**config.mk**
```make
export PLATFORM = sky130hd
export DESIGN_NAME = lst_selftest_ctrl
export DESIGN_NICKNAME = d
export VERILOG_FILES = /design/src/verilog/lst_pkg.sv /design/src/verilog/lst_selftest_ctrl.sv /design/src/verilog/lst_port_check.sv
export SDC_FILE = /design/constraint.sdc
export NUM_CORES = 1
export LEC_CHECK = 0
export BUFFER_PORTS_ARGS = -buffer_cell sky130_fd_sc_hd__buf_2
export CAP_MARGIN = 20
export CORE_UTILIZATION = 53
export CTS_BUF_LIST = sky130_fd_sc_hd__clkbuf_2
export CTS_CLUSTER_SIZE = 12
export DETAILED_ROUTE_END_ITERATION = 12
export GPL_TIMING_DRIVEN = 0
export HOLD_SLACK_MARGIN = 0.08
export PLACE_DENSITY = 0.76
export SLEW_MARGIN = 20
export SYNTH_ARGS = -nofsm -noshare
export SYNTH_HDL_FRONTEND = slang
export SYNTH_SLANG_ARGS = --single-unit
export TNS_END_PERCENT = 1
```
**constraint.sdc**
```tcl
create_clock -name clk_i -period 5.5 [get_ports clk_i]
set_input_delay 0.275 -clock clk_i [delete_from_list [all_inputs] [get_ports clk_i]]
set_output_delay 0.275 -clock clk_i [all_outputs]
set_load 0.01 [all_outputs]
```
**src/verilog/lst_pkg.sv**
```systemverilog
// Package of offsets, fields, reset values and codes for the link self-test
`default_nettype none
package lst_pkg;
  // Register offsets
  localparam logic [7:0] PAGE_SEL_ADDR   = 8'h4C; // Port page select
  localparam logic [7:0] CTRL_ADDR       = 8'hB3; // Self-test control
  localparam logic [7:0] DEBUG_ADDR      = 8'hD0; // Paged debug status
  localparam logic [7:0] TALLY_ADDR      = 8'h57; // Paged error tally
  localparam logic [7:0] PIN_CTL_ADDR    = 8'h10; // First pin function control
  localparam int         NUM_PINS        = 4;     // Pin control registers
  // Control register fields
  localparam int         CTRL_EN_BIT     = 0;     // Self-test enable
  localparam int         CTRL_CLK_LO     = 1;     // Clock select low bit
  localparam int         CTRL_GATE_LO    = 6;     // Output gating low bit
  localparam logic [1:0] GATE_ENABLED    = 2'h2;  // Outputs on during test
  // Page select fields
  localparam int         PAGE_RD_LO      = 4;     // Read port code low bit
  // Debug register field
  localparam int         DEBUG_RACT_BIT  = 5;     // Remote self-test active
  // Pin control fields
  localparam int         PIN_PASS_BIT    = 0;     // Route pass indication
  localparam int         PIN_PORT_LO     = 4;     // Port select low bit
  // Reset values
  localparam logic [7:0] PAGE_SEL_RST    = 8'h01; // Read port 0, write port 0
  localparam logic [7:0] CTRL_RST        = 8'h00; // Self-test off
  localparam logic [7:0] PIN_CTL_RST     = 8'h00; // No routing
  // Error tally codes
  localparam logic [7:0] TALLY_LOCKFAIL  = 8'hFF; // Lock never held or lost
  localparam logic [7:0] TALLY_MAX       = 8'hFE; // Largest locked count
  // Remote serializer write
  localparam logic [7:0] REMOTE_CFG_ADDR = 8'h14; // Remote test config reg
endpackage : lst_pkg
`default_nettype wire

```
**src/verilog/lst_selftest_ctrl.sv**
```systemverilog
// Link self-test control: registers, paging, remote config and gating
`default_nettype none
module lst_selftest_ctrl #(
  parameter int W     = 8,                      // Received word width
  parameter int PORTS = 4                       // Receive ports
) (
  input  wire logic             clk_i,          // 40 MHz system clock
  input  wire logic             rst_i,          // Sync reset, active high
  // Local serial-management register access
  input  wire logic             loc_req_i,      // Access request
  input  wire logic             loc_we_i,       // Write when high
  input  wire logic [7:0]       loc_addr_i,     // Register offset
  input  wire logic [7:0]       loc_wdata_i,    // Write data
  output logic      [7:0]       loc_rdata_o,    // Read data
  output logic                  loc_ack_o,      // Access done
  // Control-channel register access
  input  wire logic             cc_req_i,       // Access request
  input  wire logic             cc_we_i,        // Write when high
  input  wire logic [7:0]       cc_addr_i,      // Register offset
  input  wire logic [7:0]       cc_wdata_i,     // Write data
  output logic      [7:0]       cc_rdata_o,     // Read data
  output logic                  cc_ack_o,       // Access done
  // Receive ports
  input  wire logic [PORTS*W-1:0] rx_word_i,    // Received words
  input  wire logic [PORTS-1:0] rx_valid_i,     // Word strobes
  input  wire logic [PORTS-1:0] rx_lock_i,      // Receiver lock
  input  wire logic [PORTS-1:0] remote_selftest_active_i, // Remote status
  // Back-channel remote register write
  output logic                  bc_req_o,       // Write pending
  output logic      [7:0]       bc_addr_o,      // Remote offset
  output logic      [7:0]       bc_data_o,      // Remote data
  input  wire logic             bc_ack_i,       // Write taken
  // Pins and output path
  output logic      [3:0]       gpio_pass_o,    // Routed pass indication
  output logic      [3:0]       gpio_pass_oe_o, // Pin driven by routing
  output logic                  outputs_enable_o, // Device outputs allowed
  output logic                  csi_lp11_idle_o, // CSI-2 held in LP11
  output logic                  pgen_allow_o,   // Pattern gen may drive
  input  wire logic             pgen_run_i,     // Pattern gen started
  output logic                  selftest_active_o // Self-test running
);
  ////////////////////////////////////////////////////////////////////////
  // Registers
  logic [7:0]       page_ff;                    // Port page select
  logic [7:0]       ctrl_ff;                    // Self-test control
  logic [7:0]       pin_ff [4];                 // Pin function control
  logic [1:0]       clk_sel_ff;                 // Captured clock select
  logic             bc_req_ff;                  // Remote write pending
  logic [7:0]       bc_data_ff;                 // Remote write data
  logic [PORTS-1:0] pass_ff;                    // Per-port pass level
  logic [7:0]       loc_rdata_ff;               // Local read data
  logic [7:0]       cc_rdata_ff;                // Channel read data
  logic             loc_ack_ff;                 // Local ack
  logic             cc_ack_ff;                  // Channel ack
  logic [3:0]       gpio_ff;                    // Pin output level
  logic [3:0]       gpio_oe_ff;                 // Pin output enable

  ////////////////////////////////////////////////////////////////////////
  // Access arbitration: local wins, channel waits one access
  wire       loc_take = loc_req_i & ~loc_ack_ff;
  wire       cc_take  = cc_req_i & ~cc_ack_ff & ~loc_take;
  wire       wr_en    = (loc_take & loc_we_i) | (cc_take & cc_we_i);
  wire [7:0] wr_addr  = loc_take ? loc_addr_i : cc_addr_i;
  wire [7:0] wr_data  = loc_take ? loc_wdata_i : cc_wdata_i;
  wire       active   = ctrl_ff[lst_pkg::CTRL_EN_BIT];
  wire [7:0] nxt_ctrl = wr_data;
  wire       start    = wr_en && wr_addr == lst_pkg::CTRL_ADDR
                      && nxt_ctrl[lst_pkg::CTRL_EN_BIT] && !active;
  wire       stop     = wr_en && wr_addr == lst_pkg::CTRL_ADDR
                      && !nxt_ctrl[lst_pkg::CTRL_EN_BIT] && active;
  wire [1:0] rd_port  = page_ff[lst_pkg::PAGE_RD_LO +: 2];
  wire [1:0] gating   = ctrl_ff[lst_pkg::CTRL_GATE_LO +: 2];
  wire       gate_on  = gating == lst_pkg::GATE_ENABLED;

  ////////////////////////////////////////////////////////////////////////
  // Per-port checkers
  wire  [PORTS-1:0] err;                        // Per-port mismatch
  wire  [7:0]       tally [PORTS];              // Per-port tally
  for (genvar p = 0; p < PORTS; p++) begin : g_port
    lst_port_check #(.W(W)) u_chk (
      .clk_i    (clk_i),
      .rst_i    (rst_i),
      .start_i  (start),
      .active_i (active),
      .lock_i   (rx_lock_i[p]),
      .valid_i  (rx_valid_i[p]),
      .word_i   (rx_word_i[p*W +: W]),
      .err_o    (err[p]),
      .tally_o  (tally[p])
    );
  end

  ////////////////////////////////////////////////////////////////////////
  // Register read decode, shared by both access paths
  function automatic logic [7:0] rd_mux(input logic [7:0] a);
    logic [7:0] d;
    d = 8'h00;
    if (a == lst_pkg::PAGE_SEL_ADDR) begin
      d = page_ff;
    end else if (a == lst_pkg::CTRL_ADDR) begin
      d = ctrl_ff;
    end else if (a == lst_pkg::TALLY_ADDR) begin
      d = tally[rd_port];
    end else if (a == lst_pkg::DEBUG_ADDR) begin
      d[lst_pkg::DEBUG_RACT_BIT] = remote_selftest_active_i[rd_port];
    end else if (a >= lst_pkg::PIN_CTL_ADDR
                 && a < lst_pkg::PIN_CTL_ADDR + 8'(lst_pkg::NUM_PINS)) begin
      d = pin_ff[2'(a - lst_pkg::PIN_CTL_ADDR)];
    end
    return d;
  endfunction : rd_mux

  ////////////////////////////////////////////////////////////////////////
  // Control, page and pin registers
  always_ff @(posedge clk_i) begin
    if (rst_i) begin
      page_ff <= lst_pkg::PAGE_SEL_RST;
      ctrl_ff <= lst_pkg::CTRL_RST;
      for (int i = 0; i < 4; i++) begin
        pin_ff[i] <= lst_pkg::PIN_CTL_RST;
      end
    end else if (wr_en) begin
      if (wr_addr == lst_pkg::PAGE_SEL_ADDR) begin
        page_ff <= wr_data;
      end
      if (wr_addr == lst_pkg::CTRL_ADDR) begin
        ctrl_ff <= nxt_ctrl;
      end
      for (int i = 0; i < 4; i++) begin
        if (wr_addr == lst_pkg::PIN_CTL_ADDR + 8'(i)) begin
          pin_ff[i] <= wr_data;
        end
      end
    end
  end

  ////////////////////////////////////////////////////////////////////////
  // Clock select capture and remote configuration write
  always_ff @(posedge clk_i) begin
    if (rst_i) begin
      clk_sel_ff <= 2'h0;
      bc_req_ff  <= 1'b0;
      bc_data_ff <= 8'h00;
    end else if (start) begin
      clk_sel_ff <= nxt_ctrl[lst_pkg::CTRL_CLK_LO +: 2];
      bc_req_ff  <= 1'b1;
      bc_data_ff <= {5'h00, nxt_ctrl[lst_pkg::CTRL_CLK_LO +: 2], 1'b1};
    end else if (stop) begin
      bc_req_ff  <= 1'b1;
      bc_data_ff <= {5'h00, clk_sel_ff, 1'b0};
    end else if (bc_ack_i) begin
      bc_req_ff  <= 1'b0;
    end
  end

  ////////////////////////////////////////////////////////////////////////
  // Pass levels and pin routing
  always_ff @(posedge clk_i) begin
    if (rst_i) begin
      pass_ff    <= '0;
      gpio_ff    <= 4'h0;
      gpio_oe_ff <= 4'h0;
    end else begin
      pass_ff <= {PORTS{active}} & rx_lock_i & ~err;
      for (int i = 0; i < 4; i++) begin
        gpio_oe_ff[i] <= pin_ff[i][lst_pkg::PIN_PASS_BIT];
        gpio_ff[i]    <= pass_ff[pin_ff[i][lst_pkg::PIN_PORT_LO +: 2]];
      end
    end
  end

  ////////////////////////////////////////////////////////////////////////
  // Read data and acknowledge
  always_ff @(posedge clk_i) begin
    if (rst_i) begin
      loc_rdata_ff <= 8'h00;
      cc_rdata_ff  <= 8'h00;
      loc_ack_ff   <= 1'b0;
      cc_ack_ff    <= 1'b0;
    end else begin
      loc_ack_ff <= loc_take;
      cc_ack_ff  <= cc_take;
      if (loc_take) begin
        loc_rdata_ff <= rd_mux(loc_addr_i);
      end
      if (cc_take) begin
        cc_rdata_ff <= rd_mux(cc_addr_i);
      end
    end
  end

  ////////////////////////////////////////////////////////////////////////
  // Output drive
  assign loc_rdata_o       = loc_rdata_ff;
  assign cc_rdata_o        = cc_rdata_ff;
  assign loc_ack_o         = loc_ack_ff;
  assign cc_ack_o          = cc_ack_ff;
  assign bc_req_o          = bc_req_ff;
  assign bc_addr_o         = lst_pkg::REMOTE_CFG_ADDR;
  assign bc_data_o         = bc_data_ff;
  assign gpio_pass_o       = gpio_ff;
  assign gpio_pass_oe_o    = gpio_oe_ff;
  assign outputs_enable_o  = !active || gate_on;
  assign csi_lp11_idle_o   = !active || !gate_on || !pgen_run_i;
  assign pgen_allow_o      = !active || gate_on;
  assign selftest_active_o = active;

  ////////////////////////////////////////////////////////////////////////
  // Checks
  start_write_a: assert property (@(posedge clk_i) disable iff (rst_i)
    start |=> bc_req_o && bc_data_o[0] && bc_addr_o == 8'h14)
    else $error("start did not request remote write");
  clk_fwd_a: assert property (@(posedge clk_i) disable iff (rst_i)
    start |=> bc_data_o[2:1] == $past(wr_data[2:1]))
    else $error("clock select not forwarded");
  clk_hold_a: assert property (@(posedge clk_i) disable iff (rst_i)
    active && !start && !$past(start) |-> $stable(clk_sel_ff))
    else $error("clock select changed while running");
  gate_off_a: assert property (@(posedge clk_i) disable iff (rst_i)
    active && gating != 2'h2 |-> !outputs_enable_o && csi_lp11_idle_o)
    else $error("outputs not gated off");
  pass_low_a: assert property (@(posedge clk_i) disable iff (rst_i)
    err[0] |=> !pass_ff[0])
    else $error("pass not dropped on error");
  en_write_a: assert property (@(posedge clk_i) disable iff (rst_i)
    wr_en && wr_addr == 8'hB3 |=> active == $past(wr_data[0]))
    else $error("enable write not applied");
  ack_once_a: assert property (@(posedge clk_i) disable iff (rst_i)
    loc_req_i && !loc_ack_o |=> loc_ack_o)
    else $error("local access not acknowledged");
  debug_bit_a: assert property (@(posedge clk_i) disable iff (rst_i)
    loc_take && loc_addr_i == 8'hD0
    |=> loc_rdata_o[5] == $past(remote_selftest_active_i[rd_port]))
    else $error("debug bit does not show remote state");
endmodule : lst_selftest_ctrl
`default_nettype wire

```
**src/verilog/lst_port_check.sv**
```systemverilog
// Per-port pattern checker with saturating error tally
`default_nettype none
module lst_port_check #(
  parameter int W = 8                           // Received word width
) (
  input  wire logic         clk_i,              // System clock
  input  wire logic         rst_i,              // Sync reset, active high
  input  wire logic         start_i,            // Self-test start pulse
  input  wire logic         active_i,           // Self-test running
  input  wire logic         lock_i,             // Receiver lock
  input  wire logic         valid_i,            // Word strobe
  input  wire logic [W-1:0] word_i,             // Received word
  output logic              err_o,              // Mismatch this cycle
  output logic        [7:0] tally_o             // Error tally, registered
);
  ////////////////////////////////////////////////////////////////////////
  // Self-synchronising PRBS7 check, x^7 + x^6 + 1, MSB first
  function automatic logic [W+6:0] prbs_chk(input logic [6:0] h,
                                           input logic [W-1:0] w);
    logic [6:0] hist;
    logic       bad;
    hist = h;
    bad  = 1'b0;
    for (int i = W - 1; i >= 0; i--) begin
      if (w[i] != (hist[6] ^ hist[5])) begin
        bad = 1'b1;
      end
      hist = {hist[5:0], w[i]};
    end
    return {bad, {(W - 1){1'b0}}, hist};        // Flag lands on bit W+6
  endfunction : prbs_chk

  logic [6:0]   hist_ff;                        // Last seven received bits
  logic         seeded_ff;                      // History holds real data
  logic         lockfail_ff;                    // Lock missing during test
  logic [7:0]   count_ff;                       // Locked error count
  logic [W+6:0] chk;                            // Checker result
  wire          mismatch;                       // Word disagrees
  wire  [7:0]   nxt_count;                      // Saturating increment

  assign chk       = prbs_chk(hist_ff, word_i);
  assign mismatch  = active_i & lock_i & valid_i & seeded_ff & chk[W+6];
  assign err_o     = mismatch;
  assign nxt_count = (count_ff == lst_pkg::TALLY_MAX) ? count_ff
                   : count_ff + 8'h01;
  assign tally_o   = lockfail_ff ? lst_pkg::TALLY_LOCKFAIL
                   : count_ff;

  ////////////////////////////////////////////////////////////////////////
  // Pattern history and seeding
  always_ff @(posedge clk_i) begin
    if (rst_i || start_i) begin
      hist_ff   <= 7'h00;
      seeded_ff <= 1'b0;
    end else if (active_i && lock_i && valid_i) begin
      hist_ff   <= chk[6:0];
      seeded_ff <= 1'b1;
    end
  end

  ////////////////////////////////////////////////////////////////////////
  // Tally: cleared at start, saturates, lock loss overrides
  always_ff @(posedge clk_i) begin
    if (rst_i || start_i) begin
      count_ff    <= 8'h00;
      lockfail_ff <= 1'b0;
    end else begin
      if (active_i && !lock_i) begin
        lockfail_ff <= 1'b1;
      end
      if (mismatch) begin
        count_ff <= nxt_count;
      end
    end
  end

  ////////////////////////////////////////////////////////////////////////
  // Checks
  tally_cap_a: assert property (@(posedge clk_i) disable iff (rst_i)
    !lockfail_ff |-> count_ff <= lst_pkg::TALLY_MAX)
    else $error("locked tally above limit");
  lock_code_a: assert property (@(posedge clk_i) disable iff (rst_i)
    active_i && !lock_i && !start_i |=> tally_o == lst_pkg::TALLY_LOCKFAIL)
    else $error("lock loss not coded");
  err_count_a: assert property (@(posedge clk_i) disable iff (rst_i)
    mismatch && !start_i && count_ff < lst_pkg::TALLY_MAX
    |=> count_ff == $past(count_ff) + 8'h01)
    else $error("error not counted");
  start_clr_a: assert property (@(posedge clk_i) disable iff (rst_i)
    start_i |=> count_ff == 8'h00 && !lockfail_ff)
    else $error("tally not cleared at start");
endmodule : lst_port_check
`default_nettype wire

```
==> flow_summary.yaml <==
place:
  hpwl_microns: 16260
  gp_congestion: 0.9391
  placedCellCount: 1184
  port_buffers: 115
  dpl_cell_area_sq_um: 8969
route:
  num_vias: 7864
  first_pass_iters: 7
  wl_microns: 23570
  drtIter0Drc: 910
  ant_nets: 0
  remaining_drc_errors: 0
  vias_per_cell: 5.976
  wl_per_cell_microns: 17.91
setup_path:
  slowest_stage: "dfxtp_1"
  crit_arrival_ns: 2.90
  required_ns: 5.22
  crit_fanout: 10
  crit_chain: "clkbuf_1, buf_2, o21ai_0, buf_4, buf_2"
  cp_common_cell: "buf_2"
  critPathLaunchType: "register"
  cpPeakStageDelay_ns: 0.63
  worstSetupPathType: "reg2out"
  reg2regPathDepth: 9
  crit_path_end_kind: "output port"
power_and_ir_drop:
  power_frac_comb: 0.130
  net-switching-power_uw: 578.3
  p_per_area_nw_per_um2: 203.3
  peakVddDrop_v: 0.0001752
  p_clk_frac: 0.306
  leakage_nw: 3.976
  p_int_mw: 1.495
  sw_frac_of_total: 0.2789
  seqPwrFrac: 0.564
floorplan:
  core_area_sq_um: 14750
  die_x_microns: 125.8
  die_area_sq_um: 15820
  ios: 131
  rows: 44
  die-height_microns: 125.8
  initial_core_util: 0.5505
clocking:
  clock_latency_ns: 0.77
  clkSlewWorstSetupHoldPaths_ns: 0.25
  cts_resized: 0
  cts.path.max_buffers: 2
  cts_tree: "yes"
  htreeDepth: 4
  clock-sinks: 152
  cts_buffers: 17
  cts-root-buf: "clkbuf_2"
status:
  outcome: "finished clean"
logic_synthesis:
  synth_area_per_cell_sq_um: 9.292
  synthArstFlopShare: 0
  synth.yosys.warnings: 0
  ys_seq_elements: 152
  netlist_area_sq_um: 8122
  postSynthCellCount: 874
  synth_top_cell_by_area: "dfxtp_1"
  synth_ff_type: "dfxtp_1"
  synth_top_area_share: 0.2958
  netlist_top_cells_area: "dfxtp_1 30%, edfxtp_1 12%, mux4_2 5.8%"
  yosysUniqueCellTypes: 81
  ys_seq_area_frac: 0.4141
  synth_edf_count: 32
timing:
  hold_viol_final: 0
  maxSlewViolCount: 0
  slew_headroom: 0.2834
  final.min_clock_period_ns: 3.171
  fin_skew_ns: 0.05065
  tns_ns: 0
  finalCritPeriodShare: 0.5765
  final-setup-viol-count: 0
  rsz0062_at_grt: "false"
  worst_pin_slew_ns: 1.067
  fmax_ghz: 0.3154
grt:
  grt_remaining_overflow: 0
  grt_pass1_vias: 7506
  grt_max_degree: 17
  grt_pass1_wl_microns: 37780
  antenna_found_initial: 1
  track_usage: 0.3063
finish:
  fin_cells: 1316
  layout.nets: 1210
  syn2layout_area_growth_pct: 25.57
  final_cell_mix: "124 x buf_2, 120 x dfxtp_1, 103 x nor2_1"
  design_area_sq_um: 10200
  drive_gt1_frac: 0.2025
  mostFrequentLayoutCell: "buf_2"
  nFillCells: 1213
min_path:
  min_path_type: "in2reg"
  whs_path_depth: 3
run:
  maxCapViolations: 0
[cell usage after synthesis (all sizes together), types with 8 or more instances]
master	instances
a311oi	8
o21ai	29
xor2	16
buf	39
a21oi	70
or3	20
mux4	21
mux2i	13
nand4	12
a211oi	25
nand3	23
a21o	11
a221oi	9
o22ai	9
clkbuf	21
edfxtp	32
nand2	97
ha	8
dfxtp	120
and3	15
xnor2	23
nor2b	20
nor2	106
or4	8
inv	16
[sequential cells by signal (all words and copies together), names as in the netlist, 4 cells and up]
signal	flops
g_port.u_chk.seeded_ff	4
g_port.u_chk.count_ff	32
page_ff	8
ctrl_ff	8
loc_rdata_o	8
pass_ff	4
gpio_pass_oe_o	4
pin_ff	32
g_port.u_chk.hist_ff	28
cc_rdata_o	8
g_port.u_chk.lockfail_ff	4
gpio_pass_o	4
[cell type report]
| cell class | instances | area (sq um) | area share |
|---|---|---|---|
| antenna | 1 | 2.502 | 0.0002454 |
| tap | 184 | 230.2 | 0.02257 |
| buffer | 61 | 419.2 | 0.04110 |
| sequential | 152 | 3363 | 0.3298 |
| timing repair buffer | 214 | 1567 | 0.1536 |
| clock buffer | 17 | 85.08 | 0.008343 |
| clock inverter | 15 | 151.4 | 0.01484 |
| multi-input combinational | 656 | 4320 | 0.4236 |
| inverter | 16 | 60.06 | 0.005889 |
[power by group through the flow]
stage	Sequential [mW]	Clock, mW	Combinational, mW
after global placement	1.19	0	0.225
after global routing	1.17	0.684	0.290
final	1.17	0.634	0.270
after floorplan	1.19	0	0.131
after detailed placement	1.19	0	0.227
after CTS	1.17	0.639	0.264
[final timing paths]
check                                            end                        start  slack (ns)
max                                     pgen_allow_o      ctrl_ff[0]$_SDFFE_PP0P_        2.33
min                       pin_ff[1][1]$_SDFFCE_PN0P_                cc_wdata_i[1]        0.12
max reg2reg  g_port[2].u_chk.hist_ff[1]$_SDFFE_PP0P_         loc_ack_o$_SDFF_PP0_        2.58
min reg2reg              loc_rdata_o[5]$_SDFFE_PP0N_  loc_rdata_o[5]$_SDFFE_PP0N_        0.47
[worst max-delay path: cells and delay by family (launching register included)]
family                 cells  cell delay, ns
buffers and inverters      4            1.32
flip-flops                 1            0.63
AO/OA/AOI/OAI              1            0.17
[what timing repair did]
item	in CTS	in global routing
endpoints found under the hold margin	86	0
setup buffers	0	0
hold buffers	99	0
[logic make-up after synthesis]
logic type	count (synthesis)	synth area share
and+or+nand+nor	347	0.2146
AOI/OAI and AO/OA	211	0.1767
DFF	152	0.4141
buffers and inverters	77	0.05900
xor gates and xnor gates	39	0.04206
muxes	38	0.08026
adders and majority gates	8	0.01233
other	2	0.0009247
[through the flow]
stage | hold WS (ns) | worst slack [ns] | util | total power [mW]
final | 0.1216 | 2.329 | 0.6912 | 2.074
after CTS | 0.08109 | 2.335 | 0.6911 | 2.072
after floorplan | 0.4069 | 3.505 | - | 1.324
after detailed placement | 0.4487 | 2.990 | 0.6079 | 1.418
after global routing | 0.08343 | 2.235 | 0.6912 | 2.147
after global placement | 0.4399 | 3.025 | 0.6079 | 1.415
[per-layer routing]
metal / vias to the layer above / GRT usage / wire length (microns)
met5: - / 0 / 0
met4: 0 / 0.1304 / 655
met3: 53 / 0.06415 / 2163
met2: 387 / 0.4925 / 10980
met1: 3730 / 0.4017 / 9767
li1: 3694 / - / -
No activity file was read; power rests on OpenSTA's default activity.
